===== src/adc_int_pkg.sv =====
// Functional notes
// (RL1) Sticky overflow bits: left D3, right D2, barrel shifter D1; reserved read zero.
// (RL2) Sticky bits are read-only, clear on read, set again only on fresh events.
// (RL3) Flag D6 is 1 while left power is below left noise threshold.
// (RL4) Flag D5 is 1 while right power is below right noise threshold.
// (RL5) Flag D4 shows engine standard interrupt, D3 engine auxiliary; reset zero.
// (RL6) Live companion registers share the layout, unaffected by clear-on-read.
// (RL7) Control D4 set lets AGC noise events drive the interrupt pin.
// (RL8) Control D2 set lets engine and overflow events drive the interrupt pin.
// (RL9) Control D1 set lets data-available events drive the interrupt pin.
// (RL10) Control D0 clear: one active-high 2 ms pulse per qualifying event.
// (RL11) Control D0 set: 2 ms pulses every 4 ms until a sticky read.
// (RL12) Host writes only reset values into reserved control bits.
// (RL13) Host never writes reserved locations between the flag registers.
// (RL14) Enabled sources are ORed; any one of them triggers the interrupt pin.
package adc_int_pkg;
   localparam logic [7:0] ADDR_OVF_STICKY = 8'h2A;
   localparam logic [7:0] ADDR_OVF_LIVE = 8'h2B;
   localparam logic [7:0] ADDR_ADC_STICKY = 8'h2D;
   localparam logic [7:0] ADDR_ADC_LIVE = 8'h2F;
   localparam logic [7:0] ADDR_INT_CTRL = 8'h30;
   localparam int OVF_LEFT_BIT = 3;
   localparam int OVF_RIGHT_BIT = 2;
   localparam int OVF_SHIFT_BIT = 1;
   localparam int NOISE_LEFT_BIT = 6;
   localparam int NOISE_RIGHT_BIT = 5;
   localparam int ENG_STD_BIT = 4;
   localparam int ENG_AUX_BIT = 3;
   localparam int CTRL_NOISE_EN_BIT = 4;
   localparam int CTRL_ENG_EN_BIT = 2;
   localparam int CTRL_DAV_EN_BIT = 1;
   localparam int CTRL_REPEAT_BIT = 0;
   localparam logic [7:0] OVF_MASK = 8'h0E;
   localparam logic [7:0] ADC_MASK = 8'h78;
   localparam logic [7:0] NOISE_MASK = 8'h60;
   localparam logic [7:0] ENG_MASK = 8'h18;
   localparam logic [7:0] CTRL_MASK = 8'h17;
   localparam logic [7:0] FLAGS_RESET = 8'h00;
   localparam logic [7:0] CTRL_RESET = 8'h00;
   localparam logic [7:0] READ_UNMAPPED = 8'h00;
   localparam int CLK_FREQ_HZ = 100_000_000;
   localparam int PULSE_TIME_US = 2000;
   localparam int PERIOD_TIME_US = 4000;
   localparam int PULSE_CYCLES_DEF = PULSE_TIME_US * (CLK_FREQ_HZ / 1_000_000);
   localparam int PERIOD_CYCLES_DEF = PERIOD_TIME_US * (CLK_FREQ_HZ / 1_000_000);
   localparam int CNT_W = 20;
   typedef enum logic [1:0] {PULSE_IDLE, PULSE_HIGH, PULSE_LOW} pulse_state_t;
endpackage


===== src/sticky_flags.sv =====
`timescale 1ns/1ps
`default_nettype none
module sticky_flags
   import adc_int_pkg::*;
#(
   parameter logic [7:0] MASK = 8'hFF
) (
   input wire logic clk_sys,
   input wire logic reset,
   input wire logic clkEn,
   input wire logic [7:0] src,
   input wire logic clearReq,
   output logic [7:0] stickyOut,
   output logic [7:0] liveOut,
   output logic [7:0] riseOut
);
   typedef struct packed {
      logic [7:0] prev;
      logic [7:0] sticky;
   } flag_state_t;

   flag_state_t stateReg;
   flag_state_t stateNext;

   // a fresh rising edge sets the flag; it wins over a clear in the same cycle
   always_comb begin
      stateNext = stateReg;
      riseOut = src & ~stateReg.prev & MASK;
      stateNext.prev = src & MASK;
      stateNext.sticky = (clearReq ? FLAGS_RESET : stateReg.sticky) | riseOut; // RL2
   end

   always_ff @(posedge clk_sys) begin
      if (reset) begin
         stateReg <= '{prev: FLAGS_RESET, sticky: FLAGS_RESET};
      end else if (clkEn) begin
         stateReg <= stateNext;
      end
   end

   assign stickyOut = stateReg.sticky;
   assign liveOut = stateReg.prev; // RL6

   set_beats_clear_a: assert property (@(posedge clk_sys) disable iff (reset) // RL2
      clkEn && (riseOut != 8'h00) |=> (stickyOut & $past(riseOut)) == $past(riseOut))
      else $error("fresh event lost from sticky flag");
   clear_on_read_a: assert property (@(posedge clk_sys) disable iff (reset) // RL2
      clkEn && clearReq && (riseOut == 8'h00) |=> stickyOut == 8'h00)
      else $error("sticky flags not cleared by read");
endmodule
`default_nettype wire


===== src/int_pulse_gen.sv =====
`timescale 1ns/1ps
`default_nettype none
module int_pulse_gen
   import adc_int_pkg::*;
#(
   parameter int unsigned PULSE_CYCLES = PULSE_CYCLES_DEF,
   parameter int unsigned PERIOD_CYCLES = PERIOD_CYCLES_DEF
) (
   input wire logic clk_sys,
   input wire logic reset,
   input wire logic clkEn,
   input wire logic trigger,
   input wire logic repeatMode,
   input wire logic stopReq,
   output logic pulseOut
);
   localparam logic [CNT_W-1:0] HIGH_LAST = CNT_W'(PULSE_CYCLES - 1);
   localparam logic [CNT_W-1:0] PERIOD_LAST = CNT_W'(PERIOD_CYCLES - 1);

   typedef struct packed {
      pulse_state_t state;
      logic [CNT_W-1:0] cnt;
      logic stopPend;
      logic out;
   } pulse_reg_t;

   pulse_reg_t pulseReg;
   pulse_reg_t pulseNext;

   // the current pulse always runs its full width, so a read never chops it short
   always_comb begin
      pulseNext = pulseReg;
      case (pulseReg.state)
         PULSE_IDLE: begin
            if (trigger) begin
               pulseNext.state = PULSE_HIGH;
               pulseNext.cnt = '0;
               pulseNext.out = 1'b1;
               pulseNext.stopPend = 1'b0;
            end
         end
         PULSE_HIGH: begin
            pulseNext.cnt = pulseReg.cnt + 1'b1;
            pulseNext.stopPend = (pulseReg.stopPend | stopReq) & ~trigger;
            if (pulseReg.cnt == HIGH_LAST) begin // RL10
               pulseNext.out = 1'b0;
               if (repeatMode && !pulseNext.stopPend) begin // RL11
                  pulseNext.state = PULSE_LOW;
               end else begin
                  pulseNext.state = PULSE_IDLE;
                  pulseNext.cnt = '0;
               end
            end
         end
         PULSE_LOW: begin
            pulseNext.cnt = pulseReg.cnt + 1'b1;
            if (stopReq && !trigger) begin // RL11
               pulseNext.state = PULSE_IDLE;
               pulseNext.cnt = '0;
            end else if (pulseReg.cnt == PERIOD_LAST) begin
               pulseNext.state = PULSE_HIGH;
               pulseNext.cnt = '0;
               pulseNext.out = 1'b1;
            end
         end
         default: begin
            pulseNext.state = PULSE_IDLE;
            pulseNext.out = 1'b0;
         end
      endcase
   end

   always_ff @(posedge clk_sys) begin
      if (reset) begin
         pulseReg <= '{state: PULSE_IDLE, cnt: '0, stopPend: 1'b0, out: 1'b0};
      end else if (clkEn) begin
         pulseReg <= pulseNext;
      end
   end

   assign pulseOut = pulseReg.out;

   pulse_width_a: assert property (@(posedge clk_sys) disable iff (reset) // RL10
      $fell(pulseOut) |-> $past(pulseReg.cnt) == HIGH_LAST)
      else $error("interrupt pulse width wrong");
   pulse_period_a: assert property (@(posedge clk_sys) disable iff (reset) // RL11
      $rose(pulseOut) && $past(pulseReg.state) == PULSE_LOW |-> $past(pulseReg.cnt) == PERIOD_LAST)
      else $error("interrupt pulse period wrong");
   pulse_start_a: assert property (@(posedge clk_sys) disable iff (reset) // RL14
      clkEn && trigger && pulseReg.state == PULSE_IDLE |=> pulseOut)
      else $error("trigger did not start a pulse");
   single_shot_a: assert property (@(posedge clk_sys) disable iff (reset) // RL10
      clkEn && $fell(pulseOut) && !$past(repeatMode) |-> pulseReg.state == PULSE_IDLE)
      else $error("single mode pulse repeated");
endmodule
`default_nettype wire


===== src/adc_interrupt_flags_first_interrupt_pin.sv =====
`timescale 1ns/1ps
`default_nettype none
module adc_interrupt_flags_first_interrupt_pin #(
   parameter int unsigned PULSE_CYCLES = adc_int_pkg::PULSE_CYCLES_DEF,
   parameter int unsigned PERIOD_CYCLES = adc_int_pkg::PERIOD_CYCLES_DEF
) (
   input wire logic clk_sys,
   input wire logic reset,
   input wire logic clkEn,
   input wire logic [7:0] regAddr,
   input wire logic regWr,
   input wire logic regRd,
   input wire logic [7:0] regWdata,
   output logic [7:0] regRdata,
   output logic regRdValid,
   input wire logic ovfLeft,
   input wire logic ovfRight,
   input wire logic ovfShifter,
   input wire logic noiseLeft,
   input wire logic noiseRight,
   input wire logic engineStdInt,
   input wire logic engineAuxInt,
   input wire logic dataAvail,
   output logic firstInterruptPin
);
   import adc_int_pkg::*;

   typedef struct packed {
      logic [7:0] ctrl;
      logic [7:0] rdData;
      logic rdValid;
   } top_reg_t;

   top_reg_t topReg;
   top_reg_t topNext;

   logic [7:0] ovfSrc;
   logic [7:0] adcSrc;
   logic [7:0] ovfSticky;
   logic [7:0] ovfLive;
   logic [7:0] ovfRise;
   logic [7:0] adcSticky;
   logic [7:0] adcLive;
   logic [7:0] adcRise;
   logic ovfClear;
   logic adcClear;
   logic intEvent;
   logic pulseOut;

   // a strobe aimed at one register
   function automatic logic regHit(input logic [7:0] addr, input logic [7:0] target, input logic strobe);
      regHit = strobe && (addr == target);
   endfunction

   // gather the source levels into their register layout
   always_comb begin
      ovfSrc = FLAGS_RESET;
      ovfSrc[OVF_LEFT_BIT] = ovfLeft; // RL1
      ovfSrc[OVF_RIGHT_BIT] = ovfRight; // RL1
      ovfSrc[OVF_SHIFT_BIT] = ovfShifter; // RL1
      adcSrc = FLAGS_RESET;
      adcSrc[NOISE_LEFT_BIT] = noiseLeft; // RL3
      adcSrc[NOISE_RIGHT_BIT] = noiseRight; // RL4
      adcSrc[ENG_STD_BIT] = engineStdInt; // RL5
      adcSrc[ENG_AUX_BIT] = engineAuxInt; // RL5
   end

   // a read of either sticky register clears it and stops a repeating train
   assign ovfClear = regHit(regAddr, ADDR_OVF_STICKY, regRd); // RL2
   assign adcClear = regHit(regAddr, ADDR_ADC_STICKY, regRd); // RL2

   sticky_flags #(
      .MASK(OVF_MASK)
   ) ovfFlags (
      .clk_sys(clk_sys),
      .reset(reset),
      .clkEn(clkEn),
      .src(ovfSrc),
      .clearReq(ovfClear),
      .stickyOut(ovfSticky),
      .liveOut(ovfLive),
      .riseOut(ovfRise)
   );

   sticky_flags #(
      .MASK(ADC_MASK)
   ) adcFlags (
      .clk_sys(clk_sys),
      .reset(reset),
      .clkEn(clkEn),
      .src(adcSrc),
      .clearReq(adcClear),
      .stickyOut(adcSticky),
      .liveOut(adcLive),
      .riseOut(adcRise)
   );

   // fresh events of enabled sources, and the enabled data-available level, are ORed into one trigger
   always_comb begin
      intEvent = 1'b0;
      if (topReg.ctrl[CTRL_NOISE_EN_BIT] && ((adcRise & NOISE_MASK) != 8'h00)) begin // RL7
         intEvent = 1'b1;
      end
      if (topReg.ctrl[CTRL_ENG_EN_BIT] && (((adcRise & ENG_MASK) | ovfRise) != 8'h00)) begin // RL8
         intEvent = 1'b1;
      end
      if (topReg.ctrl[CTRL_DAV_EN_BIT] && dataAvail) begin // RL9 RL14
         intEvent = 1'b1;
      end
   end

   int_pulse_gen #(
      .PULSE_CYCLES(PULSE_CYCLES),
      .PERIOD_CYCLES(PERIOD_CYCLES)
   ) pulseGen (
      .clk_sys(clk_sys),
      .reset(reset),
      .clkEn(clkEn),
      .trigger(intEvent),
      .repeatMode(topReg.ctrl[CTRL_REPEAT_BIT]),
      .stopReq(ovfClear | adcClear),
      .pulseOut(pulseOut)
   );

   // register port: reads answer one cycle later, unmapped addresses read zero
   always_comb begin
      topNext = topReg;
      topNext.rdValid = regRd;
      if (regHit(regAddr, ADDR_INT_CTRL, regWr)) begin
         topNext.ctrl = regWdata & CTRL_MASK; // reserved control bits kept at reset value
      end
      if (regRd) begin
         case (regAddr)
            ADDR_OVF_STICKY: topNext.rdData = ovfSticky; // RL1
            ADDR_OVF_LIVE: topNext.rdData = ovfLive; // RL6
            ADDR_ADC_STICKY: topNext.rdData = adcSticky;
            ADDR_ADC_LIVE: topNext.rdData = adcLive; // RL6
            ADDR_INT_CTRL: topNext.rdData = topReg.ctrl;
            default: topNext.rdData = READ_UNMAPPED;
         endcase
      end
   end

   // clock enable low freezes everything, the pin included
   always_ff @(posedge clk_sys) begin
      if (reset) begin
         topReg <= '{ctrl: CTRL_RESET, rdData: READ_UNMAPPED, rdValid: 1'b0};
      end else if (clkEn) begin
         topReg <= topNext;
      end
   end

   assign regRdata = topReg.rdData;
   assign regRdValid = topReg.rdValid;
   assign firstInterruptPin = pulseOut;

   sticky_read_a: assert property (@(posedge clk_sys) disable iff (reset) // RL2
      clkEn && regRd && regAddr == ADDR_OVF_STICKY |=> regRdValid && regRdata == $past(ovfSticky))
      else $error("sticky overflow read returned wrong data");
   reserved_zero_a: assert property (@(posedge clk_sys) disable iff (reset) // RL1
      (ovfSticky & ~OVF_MASK) == 8'h00 && (adcSticky & ~ADC_MASK) == 8'h00)
      else $error("reserved flag bit set");
   noise_live_a: assert property (@(posedge clk_sys) disable iff (reset) // RL3
      clkEn && noiseLeft |=> adcLive[NOISE_LEFT_BIT])
      else $error("live left noise bit wrong");
   ctrl_write_a: assert property (@(posedge clk_sys) disable iff (reset) // RL7
      clkEn && regWr && regAddr == ADDR_INT_CTRL |=> topReg.ctrl == ($past(regWdata) & CTRL_MASK))
      else $error("control write not stored");
   masked_off_a: assert property (@(posedge clk_sys) disable iff (reset) // RL14
      topReg.ctrl[CTRL_NOISE_EN_BIT:CTRL_DAV_EN_BIT] == 4'h0 |-> !intEvent)
      else $error("disabled source triggered interrupt");

   // live overflow view follows the sources one enabled cycle late
   ovf_live_a: assert property (@(posedge clk_sys) disable iff (reset) // RL6
      clkEn
      |=> ovfLive == ($past(ovfSrc) & OVF_MASK))
      else $error("live overflow view wrong");

   // live event view follows the sources one enabled cycle late
   adc_live_a: assert property (@(posedge clk_sys) disable iff (reset) // RL6
      clkEn
      |=> adcLive == ($past(adcSrc) & ADC_MASK))
      else $error("live event view wrong");

   // reading the live copy must not eat a pending sticky overflow bit
   ovf_live_read_a: assert property (@(posedge clk_sys) disable iff (reset) // RL6
      clkEn && regRd && regAddr == ADDR_OVF_LIVE
      |=> (ovfSticky & $past(ovfSticky)) == $past(ovfSticky))
      else $error("live overflow read cleared a sticky bit");

   // reading the live copy must not eat a pending sticky event bit
   adc_live_read_a: assert property (@(posedge clk_sys) disable iff (reset) // RL6
      clkEn && regRd && regAddr == ADDR_ADC_LIVE
      |=> (adcSticky & $past(adcSticky)) == $past(adcSticky))
      else $error("live event read cleared a sticky bit");

   // fresh left overflow lands in its sticky bit
   left_ovf_set_a: assert property (@(posedge clk_sys) disable iff (reset) // RL1
      clkEn && ovfLeft && !ovfLive[OVF_LEFT_BIT]
      |=> ovfSticky[OVF_LEFT_BIT])
      else $error("left overflow flag not set");

   // fresh right overflow lands in its sticky bit
   right_ovf_set_a: assert property (@(posedge clk_sys) disable iff (reset) // RL1
      clkEn && ovfRight && !ovfLive[OVF_RIGHT_BIT]
      |=> ovfSticky[OVF_RIGHT_BIT])
      else $error("right overflow flag not set");

   // fresh shifter overflow lands in its sticky bit
   shift_ovf_set_a: assert property (@(posedge clk_sys) disable iff (reset) // RL1
      clkEn && ovfShifter && !ovfLive[OVF_SHIFT_BIT]
      |=> ovfSticky[OVF_SHIFT_BIT])
      else $error("shifter overflow flag not set");

   // a level that merely stays high must not set the flag again
   ovf_hold_a: assert property (@(posedge clk_sys) disable iff (reset) // RL2
      clkEn && !ovfClear && ovfRise == 8'h00
      |=> ovfSticky == $past(ovfSticky))
      else $error("overflow flags changed without event or read");

   // same for the event flags, so a stale level never re-arms them
   adc_hold_a: assert property (@(posedge clk_sys) disable iff (reset) // RL2
      clkEn && !adcClear && adcRise == 8'h00
      |=> adcSticky == $past(adcSticky))
      else $error("event flags changed without event or read");

   // the clearing read still hands back what stood before it
   adc_read_a: assert property (@(posedge clk_sys) disable iff (reset) // RL2
      clkEn && regRd && regAddr == ADDR_ADC_STICKY
      |=> regRdValid && regRdata == $past(adcSticky))
      else $error("sticky event read returned wrong data");

   // a read with no fresh event leaves the event flags empty
   adc_cleared_a: assert property (@(posedge clk_sys) disable iff (reset) // RL2
      clkEn && adcClear && adcRise == 8'h00
      |=> adcSticky == 8'h00)
      else $error("sticky event flags not cleared by read");

   // left power above threshold reads zero in the live view
   noise_quiet_a: assert property (@(posedge clk_sys) disable iff (reset) // RL3
      clkEn && !noiseLeft
      |=> !adcLive[NOISE_LEFT_BIT])
      else $error("live left noise bit stuck high");

   // right power below threshold reads one in the live view
   right_noise_a: assert property (@(posedge clk_sys) disable iff (reset) // RL4
      clkEn && noiseRight
      |=> adcLive[NOISE_RIGHT_BIT])
      else $error("live right noise bit wrong");

   // right power above threshold reads zero in the live view
   right_quiet_a: assert property (@(posedge clk_sys) disable iff (reset) // RL4
      clkEn && !noiseRight
      |=> !adcLive[NOISE_RIGHT_BIT])
      else $error("live right noise bit stuck high");

   // fresh standard engine interrupt lands in its sticky bit
   eng_std_set_a: assert property (@(posedge clk_sys) disable iff (reset) // RL5
      clkEn && engineStdInt && !adcLive[ENG_STD_BIT]
      |=> adcSticky[ENG_STD_BIT])
      else $error("engine standard flag not set");

   // fresh auxiliary engine interrupt lands in its sticky bit
   eng_aux_set_a: assert property (@(posedge clk_sys) disable iff (reset) // RL5
      clkEn && engineAuxInt && !adcLive[ENG_AUX_BIT]
      |=> adcSticky[ENG_AUX_BIT])
      else $error("engine auxiliary flag not set");

   // enabled noise edges must reach the pulse generator
   noise_enable_a: assert property (@(posedge clk_sys) disable iff (reset) // RL7
      topReg.ctrl[CTRL_NOISE_EN_BIT] && (adcRise & NOISE_MASK) != 8'h00
      |-> intEvent)
      else $error("enabled noise event ignored");

   // enabled overflow edges must reach the pulse generator
   ovf_enable_a: assert property (@(posedge clk_sys) disable iff (reset) // RL8
      topReg.ctrl[CTRL_ENG_EN_BIT] && ovfRise != 8'h00
      |-> intEvent)
      else $error("enabled overflow event ignored");

   // enabled engine edges must reach the pulse generator
   eng_enable_a: assert property (@(posedge clk_sys) disable iff (reset) // RL8
      topReg.ctrl[CTRL_ENG_EN_BIT] && (adcRise & ENG_MASK) != 8'h00
      |-> intEvent)
      else $error("enabled engine event ignored");

   // data-available is a level, so every enabled cycle counts
   dav_enable_a: assert property (@(posedge clk_sys) disable iff (reset) // RL9
      topReg.ctrl[CTRL_DAV_EN_BIT] && dataAvail
      |-> intEvent)
      else $error("enabled data-available event ignored");

   // nothing but an enabled source may raise the trigger
   event_source_a: assert property (@(posedge clk_sys) disable iff (reset) // RL14
      intEvent
      |-> ((topReg.ctrl[CTRL_NOISE_EN_BIT] && (adcRise & NOISE_MASK) != 8'h00)
         || (topReg.ctrl[CTRL_ENG_EN_BIT] && ((adcRise & ENG_MASK) | ovfRise) != 8'h00)
         || (topReg.ctrl[CTRL_DAV_EN_BIT] && dataAvail)))
      else $error("interrupt event without an enabled source");

   // a sticky read with no new event ends a train that is in its low phase
   train_stop_a: assert property (@(posedge clk_sys) disable iff (reset) // RL11
      clkEn && (ovfClear || adcClear) && !intEvent && !firstInterruptPin
      |=> !firstInterruptPin)
      else $error("pulse train kept running after a flag read");

   // the enables move only on a write, so a stray strobe cannot unmask a source
   ctrl_hold_a: assert property (@(posedge clk_sys) disable iff (reset) // RL7
      clkEn && !(regWr && regAddr == ADDR_INT_CTRL)
      |=> topReg.ctrl == $past(topReg.ctrl))
      else $error("control changed without a write");
endmodule
`default_nettype wire


===== config.mk =====
export PLATFORM = sky130hd
export DESIGN_NAME = adc_interrupt_flags_first_interrupt_pin
export DESIGN_NICKNAME = d
export VERILOG_FILES = /design/src/adc_int_pkg.sv /design/src/sticky_flags.sv /design/src/int_pulse_gen.sv /design/src/adc_interrupt_flags_first_interrupt_pin.sv
export SDC_FILE = /design/constraint.sdc
export NUM_CORES = 1
export LEC_CHECK = 0
export BUFFER_PORTS_ARGS = -buffer_cell sky130_fd_sc_hd__buf_2
export CAP_MARGIN = 0
export CORE_ASPECT_RATIO = 0.75
export CORE_MARGIN = 3
export CORE_UTILIZATION = 60
export CTS_CLUSTER_SIZE = 12
export DETAILED_ROUTE_END_ITERATION = 8
export GPL_TIMING_DRIVEN = 0
export PLACE_DENSITY_LB_ADDON = 0.2
export SETUP_SLACK_MARGIN = 0.5
export SLEW_MARGIN = 10
export SYNTH_ARGS = -nofsm -noshare
export SYNTH_HDL_FRONTEND = slang
export SYNTH_SLANG_ARGS = --single-unit

===== constraint.sdc =====
create_clock -name clk_sys -period 3.85 [get_ports clk_sys]
set_input_delay 0.1925 -clock clk_sys [delete_from_list [all_inputs] [get_ports clk_sys]]
set_output_delay 0.1925 -clock clk_sys [all_outputs]
set_load 0.01 [all_outputs]

==> results of run 1 <==
tightest hold or removal path: stages:
cell,delay (ps)
buf_2,80
mux2i_1,50
nor2_1,80
cell type report:
cell class              count  area [um2]  area share [%]
multi-input cells         237        1481           50.06
flip-flops and latches     50        1001           33.83
repair buffers             28       140.1           4.736
plain buffers              23       127.6           4.313
clock buffers               5       68.82           2.326
well taps                  55       68.82           2.326
clock inverters             3       45.04           1.522
inverters                   7       26.28          0.8879
report_power, final:
part | switching, W | internal, W | total [W] | leakage, nW
Sequential | 0.00000640 | 0.000527 | 0.000533 | 0.406
Clock | 0.000183 | 0.000193 | 0.000376 | 0.0504
Combinational | 0.0000418 | 0.0000304 | 0.0000722 | 0.713
through the flow:
stage	cell area (um2)	setup slack [ps]	hold slack, ps	total power [W]
final	2959	1367	123.3	0.0009816
after floorplan	2636	1682	336.4	0.0005907
after global routing	2959	1176	120.4	0.001018
after detailed placement	2845	1443	444.9	0.0006163
after CTS	2959	1437	130.5	0.0009826
after global placement	2845	1468	431.0	0.0006139
how the worst max path moves through the flow:
stage | startpoint | end | slack, ps | depth (start not counted)
6_report | pulseGen.pulseReg[15] | pulseGen.pulseReg[4] | 1370 | 8
5_1_grt | pulseGen.pulseReg[3] | pulseGen.pulseReg[18] | 1180 | 8
4_1_cts | ovfFlags.liveOut[1] | pulseGen.pulseReg[13] | 1440 | 8
3_5_place_dp | ovfShifter | pulseGen.pulseReg[13] | 1440 | 9
3_3_place_gp | ovfShifter | pulseGen.pulseReg[13] | 1470 | 9
2_1_floorplan | ovfFlags.liveOut[1] | pulseGen.pulseReg[7] | 1680 | 8
cell usage in the layout (no fill, tap or decap), types with 4 or more instances in the layout:
cell,synthesis,layout
buf_2,3,31
nand2_1,31,31
nor3_1,9,9
nor2b_1,9,9
buf_4,8,8
o21ai_0,10,10
or3_1,4,4
inv_1,7,7
nand4_1,12,12
mux2i_1,16,16
nor4_1,8,8
xor2_1,7,7
dfxtp_1,50,50
and3_1,5,5
xnor2_1,9,9
clkbuf_1,11,11
ha_1,5,5
a22oi_1,11,11
clkbuf_8,0,5
nand3_1,6,6
a21oi_1,11,11
nor2_1,47,47
layer usage:
| layer | track usage (%) | up-vias | share of wire [%] |
|---|---|---|---|
| met5 | 0 | - | 0 |
| li1 | - | 1192 | - |
| met2 | 36.00 | 103 | 41 |
| met4 | 6.735 | 0 | 0.82 |
| met3 | 5.143 | 10 | 9.6 |
| met1 | 40.37 | 1097 | 48 |
cell families after synthesis:
kind of cell | after synthesis | share of synthesized area [%]
fa+ha+maj | 5 | 2.373
buf+inv | 30 | 5.838
other cells | 1 | 0.1422
simple gates | 145 | 27.19
flops | 50 | 37.97
mux | 17 | 6.502
compound gates | 53 | 14.67
xor+xnor | 16 | 5.316
state kept, by name, summed over array words and instances (netlist names):
signal	flops
adcFlags.liveOut	4
adcFlags.stickyOut	4
ovfFlags.liveOut	3
ovfFlags.stickyOut	3
pulseGen.pulseOut	1
pulseGen.pulseReg	23
regRdValid	1
regRdata	7
topReg	4
==> flow_metrics.env, run 1 <==
export IMPL_cpMostUsedCell="nor4_1"
export IMPL_power_leakage_nw=1.169
export IMPL_cp_slowest_cell="nor4_1"
export IMPL_path_class="reg2reg"
export IMPL_cp_data_required_time_ps=4060
export IMPL_cts_tree="yes"
export IMPL_rrSetupSlack_ps=1370
export IMPL_die_w_um=82.54
export IMPL_slew_violations=0
export IMPL_path_delay_family="simple AND/OR/NAND/NOR gates"
export IMPL_dp_cells=400
export IMPL_syn_area_mm2=0.002636
export IMPL_routedWlPerCell_um=15.48
export IMPL_synth_warnings=0
export IMPL_relSlewSlack_pct=44.25
export IMPL_final_nets=386
export IMPL_synth_most_common_cell="dfxtp_1"
export IMPL_yosysTopAreaCell="dfxtp_1"
export IMPL_numCtsBuffers=5
export IMPL_max_freq_mhz=402.8
export IMPL_finalSetupViolCount=0
export IMPL_drive_above_1_share_pct=15.58
export IMPL_wl_um=6314
export IMPL_start_kind="flop"
export IMPL_rows=20
export IMPL_antenna_found_initial=0
export IMPL_clkLatencyLatePin_ps=310
export IMPL_synth_top_area_share_pct=37.97
export IMPL_min_period_ps=2483
export IMPL_avgViaCountPerCell=5.887
export IMPL_fin_skew_ps=9.775
export IMPL_synth_cell_types=50
export IMPL_synth_top_cells_by_count="50 x dfxtp_1, 47 x nor2_1, 31 x nand2_1"
export IMPL_path_clk_slew_ps=100
export IMPL_synth_flop_cell="dfxtp_1"
export IMPL_start_util_pct=63.85
export IMPL_crit_fanout=10
export IMPL_gp_congestion=0.9606
export IMPL_cp_end_kind="flop"
export IMPL_grt_first_pass_wirelength_um=10410
export IMPL_cpPeakStageDelay_ps=610
export IMPL_cts_sinks=50
export IMPL_rsz0062_at_grt="no"
export IMPL_outcome="finished clean"
export IMPL_async_flop_share_pct=0
export IMPL_min_path_cells=3
export IMPL_ant_nets=0
export IMPL_vias=2402
export IMPL_hp_start="regWdata[1]"
export IMPL_rr_endpoint="pulseGen.pulseReg[4]"
export IMPL_grt_max_degree=17
export IMPL_r2r_start="pulseGen.pulseReg[15]"
export IMPL_syn_inst=317
export IMPL_dieArea_mm2=0.005233
export IMPL_syn_avg_cell_area_um2=8.316
export IMPL_hold_viol=0
export IMPL_grt_pass1_vias=2154
export IMPL_holdBufCountCts=0
export IMPL_tns_ps=0
export IMPL_cp_arrival_ps=2690
export IMPL_r2r_cells=8
export IMPL_cts_max_level=2
export IMPL_n_fill_cell=346
export IMPL_ir_worst_vdd_mv=0.2811
export IMPL_n_antenna_cell=0
export IMPL_power_density_mw_per_mm2=331.7
export IMPL_grtUsageTotal_pct=25.93
export IMPL_syn2layout_area_growth_pct=12.24
export IMPL_synth_edf_count=0
export IMPL_first_pass_iters=7
export IMPL_port_buffers=28
export IMPL_hp_class="in2reg"
export IMPL_finalCritPeriodShare_pct=64.49
export IMPL_die_h_um=63.41
export IMPL_final_util_pct=71.67
export IMPL_post_cts_buffers=0
export IMPL_instances_no_fill=408
export IMPL_synth_fp_nets=351
export IMPL_cap_violations=0
export IMPL_drt_iter0_drc=201
export IMPL_crit_buf_inv=1
export IMPL_crit_chain="nor4_1 -> nand3b_1 -> nor4_1 -> a211oi_2 -> o21ai_2 -> a21o_4 -> buf_6 -> nor2_1"
export IMPL_cts_repair_resized=0
export IMPL_post_dp_hpwl_um=4652
export IMPL_synth_seq_area_share_pct=37.97
export IMPL_cts_root_buf="clkbuf_8"
export IMPL_io_pins=39
export IMPL_ys_ff_latch=50
export IMPL_core_mm2=0.004129
export IMPL_hold_end="topReg[10]"
export IMPL_grt_overflow=0
export IMPL_worst_slew_pin_slew_ps=836.2
export IMPL_drc=0
export IMPL_synth_area_leaders="dfxtp_1 38%, nor2_1 6.7%, mux2i_1 6.1%"
export IMPL_clock_path_buffers=2
(Power assumes the default switching activity.)
==> run 2: changes to the inputs <==
- ABC_AREA: unset -> 1
- CORE_UTILIZATION: 60 -> 58
- clock period: 3.85 -> 2.4 ns (I/O delays scaled with it)
==> run 2 against run 1 <==
Against the previous run:
- clock skew is 0.74 ps higher
- wire length increased by 23%
- maximum frequency rose by 36%
- die area grew 14%
- power increased by 74%
- critical path depth up 3
- synthesized area is 12% higher
- global-route usage grew 0.55 points
- combinational power rose to 3.1 times the previous value
- synthesized cell count increased by 44%
- worst hold slack worse by 54 ps
- largest power group unchanged
==> flow_metrics.env, run 2 <==
export IMPL_cpPeakStageDelay_ps=380
export IMPL_start_util_pct=63.08
export IMPL_antenna_found_initial=0
export IMPL_largest_reg_flops=23
export IMPL_holdBufCountCts=0
export IMPL_grtUsageTotal_pct=26.48
export IMPL_port_buffers=33
export IMPL_hold_viol=0
export IMPL_synth_top_cells_by_count="117 x nand2_1, 57 x inv_1, 55 x nor2_1"
export IMPL_top_register="pulseGen.pulseReg"
export IMPL_avgViaCountPerCell=5.493
export IMPL_hp_start="regWdata[0]"
export IMPL_rrSetupSlack_ps=580
export IMPL_die_w_um=88.36
export IMPL_cts_tree="yes"
export IMPL_cts_sinks=50
export IMPL_synth_fp_nets=490
export IMPL_outcome="finished clean"
export IMPL_final_cell_mix="116 x nand2_1, 56 x inv_1, 52 x nor2_1, 48 x nand3_1, 47 x dfxtp_1"
export IMPL_cap_violations=0
export IMPL_grt_max_degree=16
export IMPL_dieArea_mm2=0.005987
export IMPL_crit_fanout=5
export IMPL_vias=3065
export IMPL_numCtsBuffers=5
export IMPL_path_class="reg2reg"
export IMPL_syn_avg_cell_area_um2=6.470
export IMPL_drive_above_1_share_pct=18.56
export IMPL_slew_violations=0
export IMPL_final_nets=534
export IMPL_ant_nets=0
export IMPL_cts_max_level=2
export IMPL_io_pins=39
export IMPL_die_h_um=67.77
export IMPL_async_flop_share_pct=0
export IMPL_synth_seq_area_share_pct=33.93
export IMPL_finalCritPeriodShare_pct=75.91
export IMPL_synth_cell_types=32
export IMPL_start_kind="flop"
export IMPL_dp_cells=546
export IMPL_grt_overflow=0
export IMPL_rr_endpoint="pulseGen.pulseReg[19]"
export IMPL_cpMostUsedCell="nand2_2"
export IMPL_synth_xor_area_share_pct=2.672
export IMPL_wl_um=7771
export IMPL_synth_edf_count=0
export IMPL_routedWlPerCell_um=13.93
export IMPL_cp_end_kind="flop"
export IMPL_gp_congestion=0.9260
export IMPL_path_clk_slew_ps=90
export IMPL_ys_ff_latch=50
export IMPL_synth_top_family_by_area="simple AND/OR/NAND/NOR gates"
export IMPL_yosysTopAreaCell="dfxtp_1"
export IMPL_final_common_cell="nand2_1"
export IMPL_synth_warnings=0
export IMPL_post_dp_hpwl_um=5794
export IMPL_muxShareOfSynthArea_pct=0
export IMPL_ir_worst_vdd_mv=0.4012
export IMPL_relSlewSlack_pct=60.18
export IMPL_hp_class="in2reg"
export IMPL_synth_simple_area_share_pct=39.78
export IMPL_instances_no_fill=558
export IMPL_rows=21
export IMPL_clock_path_buffers=2
export IMPL_cp_arrival_ps=2040
export IMPL_cp_slowest_cell="dfxtp_4"
export IMPL_finalSetupViolCount=0
export IMPL_synth_most_common_cell="nand2_1"
export IMPL_power_leakage_nw=1.518
export IMPL_n_antenna_cell=0
export IMPL_rsz0062_at_grt="no"
export IMPL_crit_chain="ha_4 -> nand3_2 -> nor2_4 -> nand4_4 -> o21ai_4 -> nand3_4 -> nand2_2 -> nand2_2 -> nand2_4 -> clkbuf_16 -> nor2_2"
export IMPL_r2r_start="pulseGen.pulseReg[2]"
export IMPL_grt_first_pass_wirelength_um=12200
export IMPL_cp_data_required_time_ps=2620
export IMPL_worst_slew_pin_slew_ps=597.3
export IMPL_synth_adder_area_share_pct=2.120
export IMPL_min_path_cells=3
export IMPL_tns_ps=0
export IMPL_syn_inst=456
export IMPL_core_mm2=0.004677
export IMPL_fin_skew_ps=10.51
export IMPL_synth_area_leaders="dfxtp_1 34%, nand2_1 15%, nand3_1 8.3%"
export IMPL_r2r_cells=11
export IMPL_synth_compound_area_share_pct=10.05
export IMPL_cts_root_buf="clkbuf_8"
export IMPL_clkLatencyLatePin_ps=320
export IMPL_syn2layout_area_growth_pct=16.12
export IMPL_first_pass_iters=5
export IMPL_path_delay_family="simple AND/OR/NAND/NOR gates"
export IMPL_synth_flop_cell="dfxtp_1"
export IMPL_synth_top_area_share_pct=33.93
export IMPL_drt_iter0_drc=369
export IMPL_hold_end="topReg[9]"
export IMPL_max_freq_mhz=548.9
export IMPL_min_period_ps=1822
export IMPL_syn_area_mm2=0.002950
export IMPL_grt_pass1_vias=2586
export IMPL_drc=0
export IMPL_power_density_mw_per_mm2=497.4
export IMPL_crit_buf_inv=1
[run 2: changes by cell type in the layout (fill, tap and decap cells not counted), moves of 13 or more]
| cell | delta |
|---|---|
| mux2i_1 | -16 |
| nor2_2 | +13 |
| a21oi_1 | +18 |
| inv_1 | +49 |
| nand3_1 | +42 |
| nand2_1 | +85 |
[run 2: through the flow]
step / util (%) / power (W) / worst slack [ps] / instance area, um2 / hold slack [ps]
after floorplan: - / 0.001022 / 725.5 / 2950 / 284.4
after global placement: 68.14 / 0.001086 / 386.3 / 3187 / 374.9
after detailed placement: 68.14 / 0.001093 / 377.3 / 3187 / 393.8
after CTS: 71.00 / 0.001692 / 513.9 / 3321 / 58.85
after global routing: 73.25 / 0.001767 / 485.9 / 3426 / 90.49
final: 73.25 / 0.001704 / 578.2 / 3426 / 68.97
[run 2: worst reg2reg max path, cell delays in order (launching register included)]
cell and delay, ps:
dfxtp_4 380, ha_4 160, nand3_2 90, nor2_4 200, nand4_4 120, o21ai_4 230
nand3_4 120, nand2_2 70, nand2_2 70, nand2_4 90, clkbuf_16 160, nor2_2 30
[run 2: logic make-up (layout without fill, tap and decap cells)]
family / after synthesis / count (layout)
simple gates: 260 / 260
xor+xnor: 9 / 9
fa+ha+maj: 5 / 5
buf+inv: 77 / 122
other cells: 1 / 1
flops: 50 / 50
compound gates: 54 / 54
[run 2: report_power, final]
part / total (W) / leakage [nW] / internal [W] / switching (W)
combinational: 0.000227 / 1.06 / 0.0000823 / 0.000144
sequential: 0.000872 / 0.408 / 0.000854 / 0.0000180
clock: 0.000606 / 0.0514 / 0.000311 / 0.000294
total: 0.00170 / 1.52 / 0.00125 / 0.000457
[run 2: how the worst max path moves through the flow]
stage,startpoint,endpoint,cells after the start
global placement,pulseGen.pulseReg[2],pulseGen.pulseReg[13],13
CTS,pulseGen.pulseReg[2],pulseGen.pulseReg[21],13
detailed placement,pulseGen.pulseReg[2],pulseGen.pulseReg[13],13
finish,pulseGen.pulseReg[2],pulseGen.pulseReg[19],11
floorplan,pulseGen.pulseReg[2],pulseGen.pulseReg[19],11
global route,pulseGen.pulseReg[2],pulseGen.pulseReg[19],11
[run 2: what timing repair did]
action	CTS	global route
endpoints found under the setup margin	13	15
setup buffers	0	3
gates resized for setup	6	14
pin swaps	1	4
cloned	0	1
[run 2: area by class of cell]
type | instances | area (um2)
buffer | 20 | 123.9
clock buffer | 6 | 72.57
clock inverter | 2 | 37.54
fill | 413 | 1251
inverter | 57 | 214.0
multi-input combinational | 329 | 1687
sequential | 50 | 1007
tap | 57 | 71.32
timing repair buffer | 37 | 212.7
[run 2: per-layer routing]
metal / wire length, um / track usage [%] / vias up / share of wire (%)
li1: - / - / 1543 / -
met5: 0 / 0 / - / 0
met4: 100 / 7.925 / 0 / 1.3
met1: 3945 / 41.53 / 1390 / 51
met2: 3040 / 34.33 / 123 / 39
met3: 685 / 6.829 / 9 / 8.8
